$ cat src/ccmd_pkg.sv
package ccmd_pkg;

  // ----------------------------------------------------------------
  // register map
  // ----------------------------------------------------------------
  localparam logic [7:0]  ADR_CHOPPER_CONFIGURATION = 8'h00;
  localparam logic [7:0]  ADR_STATUS                = 8'h04;
  localparam int          ADR_W                     = 8;

  // ----------------------------------------------------------------
  // chopper_configuration field layout
  // ----------------------------------------------------------------
  localparam int          BIT_PROTECT_DIS = 30;
  localparam int          BIT_DOUBLE_EDGE = 29;
  localparam int          BIT_INTERPOLATE = 28;
  localparam int          MRES_HI         = 27;
  localparam int          MRES_LO         = 24;
  localparam int          BIT_HV_CHOPPER  = 19;
  localparam int          BIT_HV_FULLSTEP = 18;
  localparam int          CHOPPER_OFF_TIME_HI         = 3;
  localparam int          CHOPPER_OFF_TIME_LO         = 0;
  // bit 31 and bits 23:20 are reserved and read as zero
  localparam logic [31:0] CFG_WR_MASK     = 32'h7f0f_ffff;
  localparam logic [31:0] CFG_RESET       = 32'h0000_0000;

  // ----------------------------------------------------------------
  // status layout
  // ----------------------------------------------------------------
  localparam int          ST_MSCNT_HI     = 9;
  localparam int          ST_FULLSTEP     = 16;
  localparam int          ST_HV_CHOPPER   = 17;
  localparam int          ST_INTERP_BUSY  = 18;

  // ----------------------------------------------------------------
  // microstep decode
  // ----------------------------------------------------------------
  localparam logic [3:0]  MRES_NATIVE     = 4'h0;
  localparam logic [3:0]  MRES_16         = 4'h4;
  localparam logic [3:0]  MRES_FULL       = 4'h8;
  localparam logic [8:0]  WIDTH_ONE       = 9'h001;
  localparam logic [4:0]  INTERP_STEPS    = 5'h10;
  localparam logic [7:0]  POS_45DEG       = 8'h80;
  localparam int          MSCNT_W         = 10;

endpackage

$ cat src/ccmd_chopper_decode.sv
// ----------------------------------------------------------------
// Summary of operation
// ----------------------------------------------------------------
// Summary of operation
// RULE1 - bit 30 set disables ground-short detection
// RULE2 - double-edge: both step edges advance position
// RULE3 - controller uses double-edge only with step/dir
// RULE4 - interpolation spreads 16-microstep steps into 256
// RULE5 - resolution code zero means native 256 microsteps
// RULE6 - codes one to eight: 128 down to fullstep
// RULE7 - controller changes coarse resolution at suitable position; this code applies a new resolution code at once, at any position
// RULE8 - high-velocity chopper switch doubles off time
// RULE9 - high-velocity fullstep entered only at 45 degrees
// RULE10 - software writes zero to reserved bits
//
// The Wishbone interface to the registers and the address map are this design's own decisions.
`timescale 1ns/1ns
module ccmd_chopper_decode
  import ccmd_pkg::*;
#(
  parameter int DAT_W = 32
) (
  input  wire logic             clk_i,
  input  wire logic             rst_i,
  input  wire logic             ce_i,
  input  wire logic             cyc_i,
  input  wire logic             stb_i,
  input  wire logic             we_i,
  input  wire logic [ADR_W-1:0] adr_i,
  input  wire logic [3:0]       sel_i,
  input  wire logic [DAT_W-1:0] dat_i,
  output logic      [DAT_W-1:0] dat_o,
  output logic                  ack_o,
  input  wire logic             step_i,
  input  wire logic             dir_i,
  input  wire logic             velocity_high_i,
  output logic                  s2g_detect_en_o,
  output logic                  chopper_hv_mode_o,
  output logic      [4:0]       chopper_off_time_o,
  output logic                  fullstep_active_o,
  output logic                  microstep_adv_o,
  output logic      [MSCNT_W-1:0] mscnt_o
);

  // ----------------------------------------------------------------
  // bus decode
  // ----------------------------------------------------------------
  logic [31:0]        cfg_r;
  logic [31:0]        cfg_nxt;
  logic               ack_r;
  logic [DAT_W-1:0]   rdat_r;
  logic [DAT_W-1:0]   rdat_nxt;
  wire                bus_req_w  = cyc_i && stb_i && !ack_r;
  wire                hit_cfg_w  = adr_i == ADR_CHOPPER_CONFIGURATION;
  wire                hit_st_w   = adr_i == ADR_STATUS;
  wire                wr_cfg_w   = bus_req_w && we_i && hit_cfg_w;
  wire        [31:0]  sel_mask_w = {{8{sel_i[3]}}, {8{sel_i[2]}}, {8{sel_i[1]}}, {8{sel_i[0]}}};

  // ack is registered, so each access costs exactly one wait state
  // a held strobe is not taken again while ack is high, so no double ack
  // reserved bits are masked out so they always read back as zero
  assign cfg_nxt = wr_cfg_w ?
                   ((cfg_r & ~sel_mask_w) | (dat_i & sel_mask_w)) & CFG_WR_MASK : cfg_r;

  // ----------------------------------------------------------------
  // field decode
  // ----------------------------------------------------------------
  // fields come straight from the stored word; a write acts one cycle later
  wire        diss_w    = cfg_r[BIT_PROTECT_DIS];
  wire        dedge_w   = cfg_r[BIT_DOUBLE_EDGE];
  wire        intpol_w  = cfg_r[BIT_INTERPOLATE];
  wire [3:0]  mres_w    = cfg_r[MRES_HI:MRES_LO];
  wire        hvchm_w   = cfg_r[BIT_HV_CHOPPER];
  wire        hvfs_w    = cfg_r[BIT_HV_FULLSTEP];
  wire [3:0]  chopper_off_time_w    = cfg_r[CHOPPER_OFF_TIME_HI:CHOPPER_OFF_TIME_LO];

  // ----------------------------------------------------------------
  // step edge detection
  // ----------------------------------------------------------------
  // step_i is taken as synchronous, so one register detects its edges
  // reset value matches the idle low level so no false edge follows reset
  logic       step_d_r;
  logic       dir_r;
  wire        rise_w     = step_i && !step_d_r;
  wire        fall_w     = !step_i && step_d_r;
  // falling edges count only when double-edge stepping is enabled
  wire        step_evt_w = rise_w || (dedge_w && fall_w); // see RULE2

  // ----------------------------------------------------------------
  // resolution and interpolation
  // ----------------------------------------------------------------
  logic                fs_r;
  logic                fs_nxt;
  logic [4:0]          pend_r;
  logic [4:0]          pend_nxt;
  logic [MSCNT_W-1:0]  pos_r;
  logic [MSCNT_W-1:0]  pos_nxt;
  logic                adv_nxt;
  // codes above eight are clamped to full step
  wire  [3:0]          mres_eff_w = (mres_w > MRES_FULL) ? MRES_FULL : mres_w;
  wire  [3:0]          mres_use_w = fs_r ? MRES_FULL : mres_eff_w;
  wire  [8:0]          width_w    = WIDTH_ONE << mres_use_w; // see RULE5 see RULE6
  wire                 interp_w   = intpol_w && (mres_w == MRES_16) && !fs_r; // see RULE4
  wire                 hv_w       = velocity_high_i;
  wire  [MSCNT_W-1:0]  pend_ext_w = {{(MSCNT_W-5){1'b0}}, pend_r};
  wire  [MSCNT_W-1:0]  one_w      = {{(MSCNT_W-1){1'b0}}, 1'b1};
  wire  [MSCNT_W-1:0]  wid_ext_w  = {{(MSCNT_W-9){1'b0}}, width_w};
  wire                 at_45_w    = pos_r[7:0] == POS_45DEG;

  // substeps use the direction latched at their own step edge
  // an interrupted interpolation is caught up at once before a new interpolated step; any other step drops it
  always_comb begin
    pos_nxt  = pos_r;
    pend_nxt = pend_r;
    adv_nxt  = 1'b0;
    if (step_evt_w && interp_w) begin
      pos_nxt  = dir_r ? pos_r - pend_ext_w : pos_r + pend_ext_w; // see RULE4
      pend_nxt = INTERP_STEPS;
      adv_nxt  = pend_r != 5'h00;
    end else if (step_evt_w) begin
      pos_nxt  = dir_i ? pos_r - wid_ext_w : pos_r + wid_ext_w; // see RULE2 see RULE6
      pend_nxt = 5'h00;
      adv_nxt  = 1'b1;
    end else if (pend_r != 5'h00) begin
      pos_nxt  = dir_r ? pos_r - one_w : pos_r + one_w;
      pend_nxt = pend_r - 5'h01;
      adv_nxt  = 1'b1;
    end
  end

  // fullstep is entered and left only at the 45 degree position
  assign fs_nxt = at_45_w ? (hvfs_w && hv_w) : fs_r; // see RULE9

  // ----------------------------------------------------------------
  // read mux
  // ----------------------------------------------------------------
  // unmapped offsets read as zero but are still acknowledged
  wire [31:0] status_w = {13'h0000, pend_r != 5'h00, chopper_hv_mode_o, fs_r,
                          {(16-MSCNT_W){1'b0}}, pos_r};
  assign rdat_nxt = !bus_req_w || we_i ? {DAT_W{1'b0}} :
                    hit_cfg_w ? cfg_r :
                    hit_st_w  ? status_w : {DAT_W{1'b0}};

  // ----------------------------------------------------------------
  // registers
  // ----------------------------------------------------------------
  always_ff @(posedge clk_i) begin
    if (rst_i) begin
      cfg_r    <= CFG_RESET;
      ack_r    <= 1'b0;
      rdat_r   <= {DAT_W{1'b0}};
    end else if (ce_i) begin
      // the bus side freezes with ce_i low just like the step side
      cfg_r    <= cfg_nxt;
      ack_r    <= bus_req_w;
      rdat_r   <= rdat_nxt;
    end
  end

  always_ff @(posedge clk_i) begin
    if (rst_i) begin
      step_d_r <= 1'b0;
      dir_r    <= 1'b0;
      pos_r    <= {MSCNT_W{1'b0}};
      pend_r   <= 5'h00;
      fs_r     <= 1'b0;
    end else if (ce_i) begin
      step_d_r <= step_i;
      dir_r    <= step_evt_w ? dir_i : dir_r;
      pos_r    <= pos_nxt;
      pend_r   <= pend_nxt;
      fs_r     <= fs_nxt;
    end
  end

  // outputs come straight from flip-flops
  always_ff @(posedge clk_i) begin
    if (rst_i) begin
      s2g_detect_en_o    <= 1'b1;
      chopper_hv_mode_o  <= 1'b0;
      chopper_off_time_o <= 5'h00;
      microstep_adv_o    <= 1'b0;
    end else if (ce_i) begin
      s2g_detect_en_o    <= !diss_w; // see RULE1
      chopper_hv_mode_o  <= hvchm_w && hv_w; // see RULE8
      // doubled off time keeps the chopper frequency from doubling
      chopper_off_time_o <= (hvchm_w && hv_w) ? {chopper_off_time_w, 1'b0} : {1'b0, chopper_off_time_w}; // see RULE8
      // adv marks the clock in which the new position shows
      microstep_adv_o    <= adv_nxt;
    end
  end

  assign ack_o             = ack_r;
  assign dat_o             = rdat_r;
  assign mscnt_o           = pos_r;
  assign fullstep_active_o = fs_r;
endmodule // ccmd_chopper_decode

$ cat config.mk
export PLATFORM = sky130hd
export DESIGN_NAME = ccmd_chopper_decode
export DESIGN_NICKNAME = d
export VERILOG_FILES = /design/src/ccmd_pkg.sv /design/src/ccmd_chopper_decode.sv
export SDC_FILE = /design/constraint.sdc
export NUM_CORES = 1
export LEC_CHECK = 0
export BUFFER_PORTS_ARGS = -buffer_cell sky130_fd_sc_hd__clkbuf_2
export CORE_MARGIN = 2
export CORE_UTILIZATION = 57
export CTS_CLUSTER_DIAMETER = 40
export DETAILED_ROUTE_END_ITERATION = 10
export PLACE_DENSITY = 0.83
export REMOVE_ABC_BUFFERS = 1
export SKIP_LAST_GASP = 1
export SYNTH_ARGS = -nofsm -noshare
export SYNTH_HDL_FRONTEND = slang
export SYNTH_SLANG_ARGS = --single-unit
$ cat constraint.sdc
create_clock -name clk_i -period 7.45 [get_ports clk_i]
set_input_delay 2.235 -clock clk_i [delete_from_list [all_inputs] [get_ports clk_i]]
set_output_delay 2.235 -clock clk_i [all_outputs]
set_load 0.05 [all_outputs]
==> results.txt <==
The flow ran to the end, and the final reports show no timing, DRC or antenna violations. After synthesis the cells add up to 4020 sq um. Tracing the worst setup path back leads to its startpoint at step_i. The cell family contributing the most delay on the critical path is compound AO/OA/AOI/OAI gates. After floorplanning, the core was divided into 30 placement rows. The fraction of synthesized area in multiplexers is 3.14%. For the number of instances in the synthesized netlist, the log shows 499.

The buffers plus inverters on the worst setup path was 1. The clock drives 81 sinks. The x dimension of the die is 88.0 um.

The area inside the core boundary was 6830 sq um; the post-synthesis share of cell area spent on xor and xnor gates was 0.871%. After clock tree synthesis, the flow added hold-fix buffers numbering 0. Summing all non-filler instances in the final layout gives an area of 4750 sq um. Number of hold violations in the final report: 0. STA classifies the critical path startpoint as an input port. Of the total synthesized cell area, the portion taken by AND, OR, NAND and NOR gates is 25.3%.

The slowest stage of the critical path is the sky130_fd_sc_hd__nor2_1 cell. The run gives 7.66 ns as the required time at the endpoint of the critical path. In this run the post-CTS setup repair buffer count came out at 0. The area growth from synthesis to layout came out at 18.1%. Measured in cells, the most critical reg-to-reg path has a length of 13. On the final layout, the worst clock skew is 0.00967 ns. By startpoint and endpoint, the worst setup path is classified as in2reg.

Routability-driven placement finished with a final weighted congestion of 0.916. Input and output buffers added on the ports amount to 94. Timing would allow up to 0.204 GHz. The highest cell delay on the worst timing path is 0.59 ns, and the leakage dissipation is 1.99 nW. Before antenna repair, the detailed router went through 5 iterations. The clock period could shrink to 4.90 ns. The run gives 40.3% as the part of the Yosys area used for sequential elements.

The number of gates resized after CTS was 0. The power per cell area works out to 227 nW/um^2. Across the run, the number of max-cap violations was 0. The final worst-path cycle share works out to 65.8%. Fraction of the mapped netlist area in compound gates: 21.1%. Detailed-route vias per instance: 5.75.

Largest family of logic cells by synthesized area: simple AND/OR/NAND/NOR gates. The repair_antennas step left the layout with diodes totalling 0. The number of stages on the worst setup path is 12, and the post-synthesis share of cell area spent on full adders, half adders and majority gates is 4.23%. The worst setup path is captured at a flip-flop.

For the worst setup path, the data arrival time is 5.11 ns. TritonCTS built the clock tree. The synthesis warning total is 0. The number of flip-flops and latches in the synthesized netlist was 81. The run gives 0.124 mV as the worst ir drop on vdd. The initial utilization of the core area, before any placement, comes to 58.9%.

The final-report setup violation count is 0, and the area after detailed placement is 4510 sq um. In the final layout, the share of cells above drive strength 1 is 21.5%. The slew at the pin with the worst max-slew slack is 1.13 ns, and the floorplan die area is 7750 sq um. CTS placed an instance of sky130_fd_sc_hd__clkbuf_8 at the clock tree root. For this run, the leading register cell type out of synthesis is sky130_fd_sc_hd__dfxtp_1. The run gives 0 as the number of max-slew violations in the final report. For the initial antenna violation count, the log shows 0.

The overall fraction of global-route tracks in use came out at 24.9%. The global route total overflow was 0. The via count of the first global-routing pass was 3215. In this run the critical register-to-register path is captured at mscnt_o[8]. The most prevalent standard cell on the critical path is sky130_fd_sc_hd__o21ai_0. At the end of the flow, the number of nets in the layout was 643.

The logs give 2 for the maximum clock path buffer count and 0 for the number of routed nets with antenna violations. The worst pin sits at a relative slew slack of 24.6%. For this run, design rule violations remaining after detail routing come to 0.

The insertion delay to the later sink of the worst-skew pair was 0.35 ns; the average routed wire per standard cell was 14.5 um. Count of flip-flops with a built-in enable after synthesis: 0. A synthesized cell averages 8.06 sq um.

The detailed router finished its first iteration with 211 violations. The maximum fanout encountered on the critical timing path came out at 10. After routing, the total negative slack on setup checks comes to 0 ns.

The detailed-route wire length was 9860 um; the global-route wire length before repair was 15200 um. The overall via count from detail_route is 3898, and the distinct cell type count of the synthesized netlist is 60. The count of H-tree levels built during CTS was 3; the clock transition at the registers of the reported paths was 0.08 ns. Summed over all nets, the half-perimeter wirelength after detailed placement is 6760 um.

Of all flip-flops after synthesis, the portion carrying an async set or reset was 0%. For flop-to-flop paths, the worst setup slack is 3.76 ns. 105 I/O pins were placed.

Traced cell by cell, the critical path runs through clkbuf_2, and3b_1, nor2_1, o22ai_1, a221oi_1, ha_1, nor2b_1, o21ai_0, a21boi_0, o21a_1, o21ai_0, o311ai_0. Setup repair after global routing left no endpoint under its margin. Entering global routing, the biggest net connects 46 pins. The count of cells along the worst hold path is 2. In this run the vertical extent of the chip is 88.0 um. Buffers inserted during clock tree synthesis total 9. The tightest min-delay check is of the reg2reg type.
-- stage by stage --
step | util, % | cells | setup WS (ns) | hold WS [ns] | power (W)
after global routing | 69.6 | 678 | 2.32 | 0.477 | 0.00112
final | 69.6 | 678 | 2.55 | 0.456 | 0.00108
after floorplan | - | 468 | 2.82 | 0.426 | 0.000626
after CTS | 69.6 | 678 | 2.62 | 0.455 | 0.00108
after global placement | 66.0 | 662 | 2.37 | 0.438 | 0.000689
after detailed placement | 66.0 | 662 | 2.31 | 0.444 | 0.000694
-- layout by cell type, fill, tap and decap left out, types with 2 or more instances in the layout --
master / n
sky130_fd_sc_hd__bufinv_16: 3
sky130_fd_sc_hd__o21a_1: 5
sky130_fd_sc_hd__a21oi_1: 47
sky130_fd_sc_hd__nor3b_1: 3
sky130_fd_sc_hd__or3_1: 3
sky130_fd_sc_hd__nor4_1: 3
sky130_fd_sc_hd__o311ai_0: 3
sky130_fd_sc_hd__and2_1: 2
sky130_fd_sc_hd__a221oi_1: 17
sky130_fd_sc_hd__dfxtp_1: 81
sky130_fd_sc_hd__xor2_1: 3
sky130_fd_sc_hd__a21o_1: 4
sky130_fd_sc_hd__a311oi_1: 3
sky130_fd_sc_hd__nor2b_1: 18
sky130_fd_sc_hd__nand3_2: 2
sky130_fd_sc_hd__mux2i_1: 10
sky130_fd_sc_hd__nand2_1: 65
sky130_fd_sc_hd__nor3_1: 12
sky130_fd_sc_hd__nand4_1: 2
sky130_fd_sc_hd__nand2b_1: 5
sky130_fd_sc_hd__clkbuf_8: 9
sky130_fd_sc_hd__clkbuf_2: 94
sky130_fd_sc_hd__inv_1: 12
sky130_fd_sc_hd__a22oi_1: 15
sky130_fd_sc_hd__buf_4: 4
sky130_fd_sc_hd__o21ai_0: 17
sky130_fd_sc_hd__nand3_1: 16
sky130_fd_sc_hd__ha_1: 12
sky130_fd_sc_hd__nor2_1: 65
sky130_fd_sc_hd__nand3b_1: 6
sky130_fd_sc_hd__o22ai_1: 2
sky130_fd_sc_hd__a21boi_0: 2
sky130_fd_sc_hd__a211oi_1: 2
sky130_fd_sc_hd__conb_1: 5
-- per-layer routing --
metal	up-vias	wire, um	share of wire, %	global-route usage (%)
li1	1918	-	-	-
met1	1820	4270	43	32.7
met4	0	138	1.4	8.95
met5	-	0	0	0
met3	14	730	7.4	5.56
met2	146	4720	48	40.3
-- worst max path at each step --
stage                            end  slack [ns]
after floorplan           mscnt_o[9]        2.82
after global routing      mscnt_o[6]        2.32
after CTS                 mscnt_o[6]        2.62
after global placement    mscnt_o[6]        2.37
after detailed placement  mscnt_o[8]        2.31
final                     mscnt_o[8]        2.55
-- cells by family after synthesis --
kind of cell / Yosys count
compound gates: 128
xor+xnor: 4
fa+ha+maj: 13
buf+inv: 47
flops: 81
mux: 12
other cells: 1
simple gates: 213
-- power by group --
part	total (W)	internal [W]	switching, W	leakage, nW
clock	0.000388	0.000225	0.000163	0.117
sequential	0.000468	0.000448	0.0000207	0.655
combinational	0.000221	0.0000764	0.000145	1.21
-- final cells by class --
cell class | count | area [sq um]
well taps | 96 | 120
flip-flops and latches | 81 | 1620
clock buffers | 10 | 128
fillers | 569 | 2080
inverters | 12 | 45.0
multi-input cells | 375 | 2220
repair buffers | 98 | 500
clock inverters | 6 | 115
-- worst min-delay path, delay by kind of cell (launching register included) --
family	cells	cell delay (ns)
DFF	1	0.32
AOI/OAI and AO/OA	1	0.05
and+or+nand+nor	1	0.05
-- synth_stat cells, types with 2 or more instances --
cell                       instances  area share [%]
sky130_fd_sc_hd__dfxtp_1          81              40
sky130_fd_sc_hd__nand2_1          65             6.1
sky130_fd_sc_hd__nor2_1           65             6.1
sky130_fd_sc_hd__a21oi_1          47             5.8
sky130_fd_sc_hd__clkbuf_1         25             2.3
sky130_fd_sc_hd__nor2b_1          18             2.8
sky130_fd_sc_hd__a221oi_1         17             3.7
sky130_fd_sc_hd__o21ai_0          17             2.1
sky130_fd_sc_hd__nand3_1          16             2.0
sky130_fd_sc_hd__a22oi_1          15             2.8
sky130_fd_sc_hd__ha_1             12             3.7
sky130_fd_sc_hd__inv_1            12             1.1
sky130_fd_sc_hd__nor3_1           12             1.5
sky130_fd_sc_hd__mux2i_1          10             2.5
sky130_fd_sc_hd__nand3b_1          6             1.1
sky130_fd_sc_hd__buf_4             5            0.93
sky130_fd_sc_hd__nand2b_1          5            0.78
sky130_fd_sc_hd__o21a_1            5            0.93
sky130_fd_sc_hd__a21o_1            4            0.75
sky130_fd_sc_hd__buf_2             4            0.50
sky130_fd_sc_hd__a311oi_1          3            0.65
sky130_fd_sc_hd__nor3b_1           3            0.56
sky130_fd_sc_hd__nor4_1            3            0.47
sky130_fd_sc_hd__o311ai_0          3            0.65
sky130_fd_sc_hd__or3_1             3            0.47
sky130_fd_sc_hd__xor2_1            3            0.65
sky130_fd_sc_hd__a211oi_1          2            0.37
sky130_fd_sc_hd__a21boi_0          2            0.37
sky130_fd_sc_hd__and2_1            2            0.31
sky130_fd_sc_hd__nand3_2           2            0.50
sky130_fd_sc_hd__nand4_1           2            0.31
sky130_fd_sc_hd__o22ai_1           2            0.31
No activity file was read; power rests on OpenSTA's default activity.
